==> src/core/mci_pkg.sv <==
// Constants, types and register map for the per-core interrupt enable block
//
// Functional notes
// RULE1: Three interrupt cores 0-2, each with own rx, tx and misc enables.
// RULE2: Rx enable bits 7..0 map channels 7..0; one lets channel raise rx pulse.
// RULE3: Rx channel with enable bit zero never causes the core rx pulse.
// RULE4: Tx enable bits 7..0 map channels 7..0; one lets channel raise tx pulse.
// RULE5: Tx channel with enable bit zero never causes the core tx pulse.
// RULE6: Misc bit 3 lets pending statistics interrupt raise the misc pulse.
// RULE7: Misc bit 2 lets pending host error interrupt raise the misc pulse.
// RULE8: Misc bit 1 lets link change event raise the misc pulse.
// RULE9: Misc bit 0 lets user access done event raise the misc pulse.
// RULE10: Misc enable bit zero blocks its source from the misc pulse.
// RULE11: Reset clears all enables; reserved bits read zero, ignore writes.
// RULE12: Pulse is OR over sources of pending AND enable.
package mci_pkg;
	localparam int NUM_CORES = 3;
	localparam int NUM_CHAN  = 8;
	localparam int NUM_MISC  = 4;
	localparam int ADDR_W    = 8;

	localparam logic [ADDR_W-1:0] OFS_RX_EN_BASE   = 8'h00;
	localparam logic [ADDR_W-1:0] OFS_TX_EN_BASE   = 8'h10;
	localparam logic [ADDR_W-1:0] OFS_MISC_EN_BASE = 8'h20;
	localparam logic [ADDR_W-1:0] OFS_IRQ_STAT     = 8'h30;
	localparam logic [ADDR_W-1:0] OFS_IRQ_CLR      = 8'h34;
	localparam logic [ADDR_W-1:0] OFS_IRQ_EN       = 8'h38;

	localparam int MISC_USER_BIT  = 0;
	localparam int MISC_LINK_BIT  = 1;
	localparam int MISC_HOST_BIT  = 2;
	localparam int MISC_STAT_BIT  = 3;

	localparam logic [NUM_CHAN-1:0] CHAN_EN_RESET = 8'h00;
	localparam logic [NUM_MISC-1:0] MISC_EN_RESET = 4'h0;
	localparam logic [8:0]          IRQ_RESET     = 9'h000;

	localparam logic [1:0] RESP_OKAY   = 2'h0;
	localparam logic [1:0] RESP_SLVERR = 2'h2;

	typedef struct packed {
		logic [NUM_CHAN-1:0] rx_channel_irq_enable_bit;
		logic [NUM_CHAN-1:0] tx_channel_irq_enable_bit;
		logic [NUM_MISC-1:0] misc_enable;
	} mci_core_en_type;

	typedef struct packed {
		logic [NUM_CHAN-1:0] rx_event;
		logic [NUM_CHAN-1:0] tx_event;
		logic                statistics_pending;
		logic                host_error_pending;
		logic                link_change_event;
		logic                user_access_done_event;
	} mci_src_type;

	typedef struct packed {
		logic core_receive_irq_pulse;
		logic core_transmit_irq_pulse;
		logic core_misc_irq_pulse;
	} mci_pulse_type;
endpackage

==> src/core/mci_core_gate.sv <==
// One interrupt core: gates sources with its enables into three pulses
`timescale 1ns/10ps
module mci_core_gate (
	input  wire logic                     core_clk,
	input  wire logic                     rst_n,
	input  wire mci_pkg::mci_core_en_type en,
	input  wire mci_pkg::mci_src_type     src,
	output mci_pkg::mci_pulse_type        pulse
);
	import mci_pkg::*;

	logic [NUM_MISC-1:0] misc_src;
	mci_pulse_type       nxt_pulse;
	mci_pulse_type       pulse_ff;

	always_comb begin
		misc_src = '0;
		misc_src[MISC_STAT_BIT] = src.statistics_pending;
		misc_src[MISC_HOST_BIT] = src.host_error_pending;
		misc_src[MISC_LINK_BIT] = src.link_change_event;
		misc_src[MISC_USER_BIT] = src.user_access_done_event;
		nxt_pulse.core_receive_irq_pulse  = |(src.rx_event & en.rx_channel_irq_enable_bit); // RULE2 RULE3 RULE12
		nxt_pulse.core_transmit_irq_pulse = |(src.tx_event & en.tx_channel_irq_enable_bit); // RULE4 RULE5 RULE12
		nxt_pulse.core_misc_irq_pulse     = |(misc_src & en.misc_enable); // RULE6 RULE7 RULE8 RULE9 RULE10 RULE12
	end

	always_ff @(posedge core_clk or negedge rst_n) begin
		if (!rst_n) begin
			pulse_ff <= '0;
		end else begin
			pulse_ff <= nxt_pulse;
		end
	end

	assign pulse = pulse_ff;
endmodule

==> src/core/mci_axil_slave.sv <==
// AXI4-Lite slave front end: one write and one read at a time
`timescale 1ns/10ps
module mci_axil_slave (
	input  wire logic                       core_clk,
	input  wire logic                       rst_n,
	input  wire logic [mci_pkg::ADDR_W-1:0] s_axi_awaddr,
	input  wire logic                       s_axi_awvalid,
	output logic                            s_axi_awready,
	input  wire logic [31:0]                s_axi_wdata,
	input  wire logic [3:0]                 s_axi_wstrb,
	input  wire logic                       s_axi_wvalid,
	output logic                            s_axi_wready,
	output logic [1:0]                      s_axi_bresp,
	output logic                            s_axi_bvalid,
	input  wire logic                       s_axi_bready,
	input  wire logic [mci_pkg::ADDR_W-1:0] s_axi_araddr,
	input  wire logic                       s_axi_arvalid,
	output logic                            s_axi_arready,
	output logic [31:0]                     s_axi_rdata,
	output logic [1:0]                      s_axi_rresp,
	output logic                            s_axi_rvalid,
	input  wire logic                       s_axi_rready,
	output logic                            wr_stb,
	output logic [mci_pkg::ADDR_W-1:0]      wr_addr,
	output logic [31:0]                     wr_data,
	output logic [3:0]                      wr_strb,
	input  wire logic                       wr_ok,
	output logic                            rd_stb,
	output logic [mci_pkg::ADDR_W-1:0]      rd_addr,
	input  wire logic [31:0]                rd_data,
	input  wire logic                       rd_ok
);
	import mci_pkg::*;

	logic              aw_have_ff, nxt_aw_have;
	logic              w_have_ff,  nxt_w_have;
	logic [ADDR_W-1:0] awaddr_ff,  nxt_awaddr;
	logic [31:0]       wdata_ff,   nxt_wdata;
	logic [3:0]        wstrb_ff,   nxt_wstrb;
	logic              bvalid_ff,  nxt_bvalid;
	logic [1:0]        bresp_ff,   nxt_bresp;
	logic              rvalid_ff,  nxt_rvalid;
	logic [1:0]        rresp_ff,   nxt_rresp;
	logic [31:0]       rdata_ff,   nxt_rdata;

	assign s_axi_awready = !aw_have_ff && !bvalid_ff;
	assign s_axi_wready  = !w_have_ff && !bvalid_ff;
	assign s_axi_arready = !rvalid_ff;
	assign s_axi_bvalid  = bvalid_ff;
	assign s_axi_bresp   = bresp_ff;
	assign s_axi_rvalid  = rvalid_ff;
	assign s_axi_rresp   = rresp_ff;
	assign s_axi_rdata   = rdata_ff;

	assign wr_stb  = aw_have_ff && w_have_ff;
	assign wr_addr = awaddr_ff;
	assign wr_data = wdata_ff;
	assign wr_strb = wstrb_ff;
	assign rd_stb  = s_axi_arvalid && s_axi_arready;
	assign rd_addr = s_axi_araddr;

	always_comb begin
		nxt_aw_have = aw_have_ff;
		nxt_w_have  = w_have_ff;
		nxt_awaddr  = awaddr_ff;
		nxt_wdata   = wdata_ff;
		nxt_wstrb   = wstrb_ff;
		nxt_bvalid  = bvalid_ff;
		nxt_bresp   = bresp_ff;
		nxt_rvalid  = rvalid_ff;
		nxt_rresp   = rresp_ff;
		nxt_rdata   = rdata_ff;
		if (s_axi_awvalid && s_axi_awready) begin
			nxt_aw_have = 1'b1;
			nxt_awaddr  = s_axi_awaddr;
		end
		if (s_axi_wvalid && s_axi_wready) begin
			nxt_w_have = 1'b1;
			nxt_wdata  = s_axi_wdata;
			nxt_wstrb  = s_axi_wstrb;
		end
		if (wr_stb) begin
			nxt_aw_have = 1'b0;
			nxt_w_have  = 1'b0;
			nxt_bvalid  = 1'b1;
			nxt_bresp   = wr_ok ? RESP_OKAY : RESP_SLVERR;
		end else if (bvalid_ff && s_axi_bready) begin
			nxt_bvalid = 1'b0;
		end
		if (rd_stb) begin
			nxt_rvalid = 1'b1;
			nxt_rdata  = rd_data;
			nxt_rresp  = rd_ok ? RESP_OKAY : RESP_SLVERR;
		end else if (rvalid_ff && s_axi_rready) begin
			nxt_rvalid = 1'b0;
		end
	end

	always_ff @(posedge core_clk or negedge rst_n) begin
		if (!rst_n) begin
			aw_have_ff <= 1'b0;
			w_have_ff  <= 1'b0;
			awaddr_ff  <= '0;
			wdata_ff   <= 32'h00000000;
			wstrb_ff   <= 4'h0;
			bvalid_ff  <= 1'b0;
			bresp_ff   <= RESP_OKAY;
			rvalid_ff  <= 1'b0;
			rresp_ff   <= RESP_OKAY;
			rdata_ff   <= 32'h00000000;
		end else begin
			aw_have_ff <= nxt_aw_have;
			w_have_ff  <= nxt_w_have;
			awaddr_ff  <= nxt_awaddr;
			wdata_ff   <= nxt_wdata;
			wstrb_ff   <= nxt_wstrb;
			bvalid_ff  <= nxt_bvalid;
			bresp_ff   <= nxt_bresp;
			rvalid_ff  <= nxt_rvalid;
			rresp_ff   <= nxt_rresp;
			rdata_ff   <= nxt_rdata;
		end
	end
endmodule

==> src/core/mci_irq_enables.sv <==
// Top: per-core interrupt enable registers, gating and summary interrupt
//
// The placing of the registers and the AXI4-Lite interface to the registers were chosen for this implementation.
`timescale 1ns/10ps
module mci_irq_enables (
	input  wire logic                                core_clk,
	input  wire logic                                reset_n,
	input  wire logic [mci_pkg::ADDR_W-1:0]          s_axi_awaddr,
	input  wire logic                                s_axi_awvalid,
	output logic                                     s_axi_awready,
	input  wire logic [31:0]                         s_axi_wdata,
	input  wire logic [3:0]                          s_axi_wstrb,
	input  wire logic                                s_axi_wvalid,
	output logic                                     s_axi_wready,
	output logic [1:0]                               s_axi_bresp,
	output logic                                     s_axi_bvalid,
	input  wire logic                                s_axi_bready,
	input  wire logic [mci_pkg::ADDR_W-1:0]          s_axi_araddr,
	input  wire logic                                s_axi_arvalid,
	output logic                                     s_axi_arready,
	output logic [31:0]                              s_axi_rdata,
	output logic [1:0]                               s_axi_rresp,
	output logic                                     s_axi_rvalid,
	input  wire logic                                s_axi_rready,
	input  wire mci_pkg::mci_src_type                src,
	output mci_pkg::mci_pulse_type [mci_pkg::NUM_CORES-1:0] core_pulse,
	output logic                                     irq
);
	import mci_pkg::*;

	logic                rst_sync1_ff;
	logic                rst_sync2_ff;
	logic                rst_n;

	logic                wr_stb;
	logic [ADDR_W-1:0]   wr_addr;
	logic [31:0]         wr_data;
	logic [3:0]          wr_strb;
	logic                wr_ok;
	logic                rd_stb;
	logic [ADDR_W-1:0]   rd_addr;
	logic [31:0]         rd_data;
	logic                rd_ok;

	mci_core_en_type [NUM_CORES-1:0] en_ff;
	mci_core_en_type [NUM_CORES-1:0] nxt_en;
	logic [8:0]          irq_stat_ff;
	logic [8:0]          nxt_irq_stat;
	logic [8:0]          irq_en_ff;
	logic [8:0]          nxt_irq_en;
	logic [8:0]          irq_evt;
	logic [8:0]          irq_clr;

	// Reset release through two flops
	always_ff @(posedge core_clk or negedge reset_n) begin
		if (!reset_n) begin
			rst_sync1_ff <= 1'b0;
			rst_sync2_ff <= 1'b0;
		end else begin
			rst_sync1_ff <= 1'b1;
			rst_sync2_ff <= rst_sync1_ff;
		end
	end
	assign rst_n = rst_sync2_ff;

	mci_axil_slave u_bus (
		.core_clk      (core_clk),
		.rst_n         (rst_n),
		.s_axi_awaddr  (s_axi_awaddr),
		.s_axi_awvalid (s_axi_awvalid),
		.s_axi_awready (s_axi_awready),
		.s_axi_wdata   (s_axi_wdata),
		.s_axi_wstrb   (s_axi_wstrb),
		.s_axi_wvalid  (s_axi_wvalid),
		.s_axi_wready  (s_axi_wready),
		.s_axi_bresp   (s_axi_bresp),
		.s_axi_bvalid  (s_axi_bvalid),
		.s_axi_bready  (s_axi_bready),
		.s_axi_araddr  (s_axi_araddr),
		.s_axi_arvalid (s_axi_arvalid),
		.s_axi_arready (s_axi_arready),
		.s_axi_rdata   (s_axi_rdata),
		.s_axi_rresp   (s_axi_rresp),
		.s_axi_rvalid  (s_axi_rvalid),
		.s_axi_rready  (s_axi_rready),
		.wr_stb        (wr_stb),
		.wr_addr       (wr_addr),
		.wr_data       (wr_data),
		.wr_strb       (wr_strb),
		.wr_ok         (wr_ok),
		.rd_stb        (rd_stb),
		.rd_addr       (rd_addr),
		.rd_data       (rd_data),
		.rd_ok         (rd_ok)
	);

	// Per-core gates
	genvar gi;
	generate
		for (gi = 0; gi < NUM_CORES; gi++) begin : g_core
			mci_core_gate u_gate (
				.core_clk (core_clk),
				.rst_n    (rst_n),
				.en       (en_ff[gi]),
				.src      (src),
				.pulse    (core_pulse[gi])
			); // RULE1
		end
	endgenerate

	// Write decode of enable registers
	always_comb begin
		nxt_en     = en_ff;
		nxt_irq_en = irq_en_ff;
		irq_clr    = 9'h000;
		wr_ok      = 1'b0;
		if (wr_stb) begin
			for (int c = 0; c < NUM_CORES; c++) begin
				if (wr_addr == OFS_RX_EN_BASE + ADDR_W'(4 * c)) begin
					wr_ok = 1'b1;
					if (wr_strb[0]) begin
						nxt_en[c].rx_channel_irq_enable_bit = wr_data[7:0]; // RULE1 RULE2 RULE11
					end
				end
				if (wr_addr == OFS_TX_EN_BASE + ADDR_W'(4 * c)) begin
					wr_ok = 1'b1;
					if (wr_strb[0]) begin
						nxt_en[c].tx_channel_irq_enable_bit = wr_data[7:0]; // RULE1 RULE4 RULE11
					end
				end
				if (wr_addr == OFS_MISC_EN_BASE + ADDR_W'(4 * c)) begin
					wr_ok = 1'b1;
					if (wr_strb[0]) begin
						nxt_en[c].misc_enable = wr_data[3:0]; // RULE1 RULE11
					end
				end
			end
			if (wr_addr == OFS_IRQ_STAT) begin
				wr_ok = 1'b1;
			end
			if (wr_addr == OFS_IRQ_CLR) begin
				wr_ok = 1'b1;
				if (wr_strb[0]) begin
					irq_clr[7:0] = wr_data[7:0];
				end
				if (wr_strb[1]) begin
					irq_clr[8] = wr_data[8];
				end
			end
			if (wr_addr == OFS_IRQ_EN) begin
				wr_ok = 1'b1;
				if (wr_strb[0]) begin
					nxt_irq_en[7:0] = wr_data[7:0];
				end
				if (wr_strb[1]) begin
					nxt_irq_en[8] = wr_data[8];
				end
			end
		end
	end

	// Read decode; reserved bits read zero
	always_comb begin
		rd_data = 32'h00000000;
		rd_ok   = 1'b0;
		for (int c = 0; c < NUM_CORES; c++) begin
			if (rd_addr == OFS_RX_EN_BASE + ADDR_W'(4 * c)) begin
				rd_ok   = 1'b1;
				rd_data = {24'h000000, en_ff[c].rx_channel_irq_enable_bit}; // RULE11
			end
			if (rd_addr == OFS_TX_EN_BASE + ADDR_W'(4 * c)) begin
				rd_ok   = 1'b1;
				rd_data = {24'h000000, en_ff[c].tx_channel_irq_enable_bit}; // RULE11
			end
			if (rd_addr == OFS_MISC_EN_BASE + ADDR_W'(4 * c)) begin
				rd_ok   = 1'b1;
				rd_data = {28'h0000000, en_ff[c].misc_enable}; // RULE11
			end
		end
		if (rd_addr == OFS_IRQ_STAT) begin
			rd_ok   = 1'b1;
			rd_data = {23'h0, irq_stat_ff};
		end
		if (rd_addr == OFS_IRQ_CLR) begin
			rd_ok = 1'b1;
		end
		if (rd_addr == OFS_IRQ_EN) begin
			rd_ok   = 1'b1;
			rd_data = {23'h0, irq_en_ff};
		end
	end

	// Sticky events: one bit per core pulse, set beats clear
	always_comb begin
		for (int c = 0; c < NUM_CORES; c++) begin
			irq_evt[3 * c]     = core_pulse[c].core_receive_irq_pulse;
			irq_evt[3 * c + 1] = core_pulse[c].core_transmit_irq_pulse;
			irq_evt[3 * c + 2] = core_pulse[c].core_misc_irq_pulse;
		end
		nxt_irq_stat = (irq_stat_ff & ~irq_clr) | irq_evt;
	end

	always_ff @(posedge core_clk or negedge rst_n) begin
		if (!rst_n) begin
			for (int c = 0; c < NUM_CORES; c++) begin
				en_ff[c].rx_channel_irq_enable_bit <= CHAN_EN_RESET; // RULE11
				en_ff[c].tx_channel_irq_enable_bit <= CHAN_EN_RESET; // RULE11
				en_ff[c].misc_enable               <= MISC_EN_RESET; // RULE11
			end
			irq_stat_ff <= IRQ_RESET;
			irq_en_ff   <= IRQ_RESET;
		end else begin
			en_ff       <= nxt_en;
			irq_stat_ff <= nxt_irq_stat;
			irq_en_ff   <= nxt_irq_en;
		end
	end

	assign irq = |(irq_stat_ff & irq_en_ff);
endmodule

==> config.mk <==
export PLATFORM = sky130hd
export DESIGN_NAME = mci_irq_enables
export DESIGN_NICKNAME = d
export VERILOG_FILES = /design/src/core/mci_pkg.sv /design/src/core/mci_core_gate.sv /design/src/core/mci_axil_slave.sv /design/src/core/mci_irq_enables.sv
export SDC_FILE = /design/constraint.sdc
export NUM_CORES = 1
export LEC_CHECK = 0
export BUFFER_PORTS_ARGS = -buffer_cell sky130_fd_sc_hd__buf_2
export CAP_MARGIN = 0
export CORE_MARGIN = 2
export CORE_UTILIZATION = 31
export CTS_CLUSTER_DIAMETER = 200
export DETAILED_ROUTE_END_ITERATION = 16
export PLACE_DENSITY = 0.6
export SLEW_MARGIN = 20
export SYNTH_ARGS = -nofsm -noshare
export SYNTH_HDL_FRONTEND = slang
export SYNTH_HIERARCHICAL = 1
export SYNTH_SLANG_ARGS = --single-unit
==> constraint.sdc <==
create_clock -name core_clk -period 5.4 [get_ports core_clk]
set_input_delay 1.08 -clock core_clk [delete_from_list [all_inputs] [get_ports core_clk]]
set_output_delay 1.08 -clock core_clk [all_outputs]
set_load 0.05 [all_outputs]
==> reports/results.ini, run 1 <==
[critical_path]
ff2ff_setup_slack_ps = 3230
critPathCaptureType = register
crit_buf_inv = 1
timing.rr.end = en_ff[57]
start_kind = input port
rr_startpoint = u_bus/aw_have_ff
cp.arrival_ps = 3380
worstRegToRegCells = 7
worst_ep_required_time_ps = 5760
crit_path_cell_trace = buf_2 > nor2_1 > nand2_1 > nor3_2 > a21oi_1 > o32ai_2 > mux2_2
critPathKind = in -> reg
slowest_delay_ps = 810
path_delay_family = simple AND/OR/NAND/NOR gates
cp_max_fo = 16
cpMaxStageDelayCell = nor2_1

[route]
wl_mm = 19.3
drc = 0
via_per_inst = 5.21
antenna_left = 0
firstDrtPassIters = 5
drt-initial-drc-count = 562
num_vias = 5146
routedWlPerCell_um = 19.5

[die]
fp.dieArea_sq_mm = 0.0242
core_sq_mm = 0.0226
rows = 55
initial_core_util = 0.315
io_pins = 130
die_h_um = 155
die_w_um = 155

[run_status]
status = completed

[placed_design]
place_ws_ps = 2020
dp.final_hpwl_mm = 14.1
portBuffers = 102
dp_cells = 955
post_dp_cell_area_sq_mm = 0.00784
gp_congestion = 0.888

[clock_tree]
cts.htree.levels = 4
clkLatencyLatePin_ps = 430
cts_sinks = 146
cts_root_buf = clkbuf_16
cts_tree = done
cts_buffer_depth = 2
cts-buffers-inserted = 17
cts_hold_buf = 0
path_clk_slew_ps = 60
post_cts_buffers = 0
cts_resized = 0

[global_routing]
grt_overflow = 0
grt_pass1_wl_mm = 29.8
antenna_found_initial = 3
grt_pass1_vias = 5063
grt_max_degree = 75
grt_util_all_layers = 0.164

[logic_synthesis]
syn_area_sq_mm = 0.00711
syn_inst = 578
postSynthAreaPerCell_sq_um = 12.3
yosysWarnings = 6

[final_layout]
final_net_count = 768
area_growth_syn_to_layout_pct = 18.6
fin_cells = 988
drive_gt1_frac = 0.388
design_area_sq_mm = 0.00844

[timing]
finClkSkew_ps = 13.9
finalWorstSetupSlack_ps = 2380
finalCritPeriodShare = 0.559
drv_slew = 0
rsz0062_at_grt = false
tightest_slew_ps = 1060
max-slew-margin-rel = 0.293
timing.fmax_mhz = 331
min_period_ps = 3020
timing.setup.tns_ps = 0
hold_viol = 0
setup_violations = 0

[flow_run]
max_cap_viol_count = 0

[min_path]
hold_class = reg -> async

[power]
power_uw = 3740
peakVddDrop_mv = 0.207
p_leak_uw = 0.00399
pwr_density_cell_mw_per_mm2 = 443

-- metrics by stage --
stage,util,hold WS (ps)
6_report,0.374,217
5_1_grt,0.374,249
4_1_cts,0.374,240
3_5_place_dp,0.347,234
3_3_place_gp,0.347,226
2_1_floorplan,-,331
-- layout make-up --
class | instances | area [sq um]
Timing Repair Buffer | 106 | 541
Multi-Input combinational cell | 410 | 3250
Antenna cell | 2 | 5.00
Inverter | 8 | 30.0
Fill cell | 2227 | 14100
Sequential cell | 146 | 3660
Clock buffer | 19 | 453
Clock inverter | 12 | 145
Tap cell | 285 | 357
-- state kept, by name (all words and copies together) (netlist names) --
name	flops
en_ff	60
u_bus/s_axi_rdata	32
g_core.u_gate/pulse	9
irq_en_ff	9
irq_stat_ff	9
u_bus/wr_data	9
u_bus/wr_addr	8
u_bus/wr_strb	2
rst_n	1
rst_sync1_ff	1
u_bus/aw_have_ff	1
u_bus/s_axi_bresp	1
u_bus/s_axi_bvalid	1
u_bus/s_axi_rresp	1
u_bus/s_axi_rvalid	1
u_bus/w_have_ff	1
-- power breakdown --
group          internal, uW  switching, uW
sequential             1320            328
clock                   712            491
combinational           349            537
-- worst max path at each step --
stage                    startpoint              endpoint  slack (ps)  cells past startpoint
global route        s_axi_araddr[7]  u_bus/s_axi_rdata[4]        2230                      7
global placement    s_axi_araddr[7]  u_bus/s_axi_rdata[5]        2080                      7
floorplan                     rst_n              en_ff[0]        1030                      0
CTS                 s_axi_araddr[7]  u_bus/s_axi_rdata[4]        2470                      7
finish              s_axi_araddr[7]  u_bus/s_axi_rdata[4]        2380                      7
detailed placement  s_axi_araddr[7]  u_bus/s_axi_rdata[4]        2020                      7
-- metal layers --
layer / vias to the layer above / share of wire / routed length [um] / track usage
met1: 2579 / 0.45 / 8660 / 0.219
met5: - / 0.00036 / 7 / 0
li1: 2331 / - / - / -
met4: 2 / 0.023 / 438 / 0.0647
met3: 22 / 0.075 / 1460 / 0.0482
met2: 212 / 0.45 / 8740 / 0.251
-- cells in the final DEF, fill, tap and decap left out, types with 3 or more instances in the layout --
master	instances
inv_6	5
a21o_1	12
nor3b_2	3
nand2b_1	3
mux2_4	11
o221a_1	4
inv_1	8
clkbuf_16	17
mux2_2	106
and2_1	4
nand3_1	10
a22oi_1	35
buf_2	102
o32ai_2	4
nor2_1	21
a31oi_1	7
nand4_1	11
o21ai_1	5
mux2i_1	10
buf_4	4
a21oi_1	18
mux2_1	7
dfrtp_1	145
clkinvlp_4	4
and3_1	4
o21ai_0	15
nor2b_1	10
conb_1	26
o22ai_1	5
nand2_1	41
(Power assumes the default switching activity.)
==> run 2: changes to the inputs <==
clock period = 2.65 ns   (was 5.4 ns; I/O delays follow)
==> reports/results.ini, run 2 (synthesis gave the netlist of run 1 again) <==
[min_path]
min-delay-start = s_axi_rready
hold_end = u_bus/s_axi_rvalid
hold_path_depth = 2
hold_class = in -> reg

[clock_tree]
cts-buffers-inserted = 17
cts_sinks = 146
clkLatencyLatePin_ps = 430
cts_resized = 0
cts_root_buf = clkbuf_16
cts_tree = done
cts.htree.levels = 4
cts_buffer_depth = 2
post_cts_buffers = 0
path_clk_slew_ps = 60

[placed_design]
gp_congestion = 0.939
post_dp_cell_area_sq_mm = 0.00796
portBuffers = 102
dp.final_hpwl_mm = 14.5
place_ws_ps = 311
dp_cells = 968

[final_layout]
seqCellArea_sq_mm = 0.00366
fin_cells = 1002
design_area_sq_mm = 0.00854
multi_input_area_sq_mm = 0.00325
fillers = 2217
regMostFlops = en_ff
area_growth_syn_to_layout_pct = 20.1
final_common_cell = dfrtp_1
final_net_count = 782
final_cell_mix = 145 x dfrtp_1, 106 x mux2_2, 102 x buf_2
drive_gt1_frac = 0.399
largest_reg_flops = 60

[timing]
drv_slew = 0
min_period_ps = 2380
hold_viol = 0
max-slew-margin-rel = 0.544
rsz0062_at_grt = false
whs_ps = 269
finalCritPeriodShare = 0.898
tightest_slew_ps = 684
timing.fmax_mhz = 420
finClkSkew_ps = 11.8
timing.setup.tns_ps = 0
setup_violations = 0
finalWorstSetupSlack_ps = 271

[route]
drc = 0
firstDrtPassIters = 5
via_per_inst = 5.17
num_vias = 5176
wl_mm = 19.5
antenna_left = 0
routedWlPerCell_um = 19.5
drt-initial-drc-count = 460

[global_routing]
grt_overflow = 0
grt_max_degree = 48
grt_pass1_vias = 5083
antenna_found_initial = 3
grt_util_all_layers = 0.167
grt_pass1_wl_mm = 30.3

[die]
io_pins = 130
die_h_um = 155
die_w_um = 155
fp.dieArea_sq_mm = 0.0242
core_sq_mm = 0.0226
rows = 55
initial_core_util = 0.315

[critical_path]
ff2ff_setup_slack_ps = 420
cp.arrival_ps = 1850
critPathKind = reg -> out
critPathCaptureType = output port
worst_ep_required_time_ps = 2120
timing.rr.end = en_ff[19]
start_kind = register
rr_startpoint = u_bus/aw_have_ff
cp_max_fo = 3
worstRegToRegCells = 7

[run_status]
status = completed

[power]
pwr_density_cell_mw_per_mm2 = 880
p_leak_uw = 0.00407
peakVddDrop_mv = 0.327

[flow_run]
max_cap_viol_count = 0

## run 2: changes by cell type in the layout (fill, tap and decap cells not counted), sizes merged
cell | before | now
buf | 106 | 119
inv | 14 | 17
bufinv | 2 | 0
dlygate4sd3 | 0 | 1
clkinvlp | 4 | 1
diode | 2 | 1
clkinv | 0 | 3
## run 2: layer usage
metal | part of all wire | wire length, um | GRT usage
met5 | 0.00067 | 13 | 0
met4 | 0.014 | 278 | 0.0498
met3 | 0.064 | 1250 | 0.0454
met2 | 0.46 | 8930 | 0.259
met1 | 0.46 | 9060 | 0.228
## run 2: final cells by class
class / instances / area share
diodes: 1 / 0.000293
clock buffers: 19 / 0.0530
clock inverters: 13 / 0.0136
inverters: 8 / 0.00352
multi-input cells: 410 / 0.381
flip-flops and latches: 146 / 0.428
well taps: 285 / 0.0417
repair buffers: 120 / 0.0788
## run 2: critical path: stages, from the launching register on
cell      delay [ps]
dfrtp_1          430
a22o_1           240
a221oi_1         360
nand3_1          150
buf_2            240
## run 2: timing repair
item	CTS	global route
hold buffers	1	0
hold endpoints to repair	2	0
endpoints found under the setup margin	0	0
## run 2: per-stage QoR
stage	total power, uW	utilization
detailed placement	5240	0.353
finish	7510	0.378
global placement	5210	0.353
global route	7860	0.378
floorplan	4620	-
CTS	7590	0.378
## run 2: worst max-delay path by stage
stage / start / endpoint / slack [ps] / cells after the start
finish: irq_stat_ff[3] / irq / 270 / 4
global route: irq_stat_ff[3] / irq / 180 / 4
CTS: irq_stat_ff[3] / irq / 290 / 4
detailed placement: s_axi_araddr[2] / u_bus/s_axi_rdata[4] / 310 / 8
global placement: s_axi_araddr[2] / u_bus/s_axi_rdata[4] / 330 / 8
floorplan: rst_n / en_ff[0] / 230 / 0
## run 2: report_power, final
part           switching, uW  total (uW)  internal, uW
clock                   1040        2320          1280
sequential               690        3390          2700
combinational           1080        1800           725
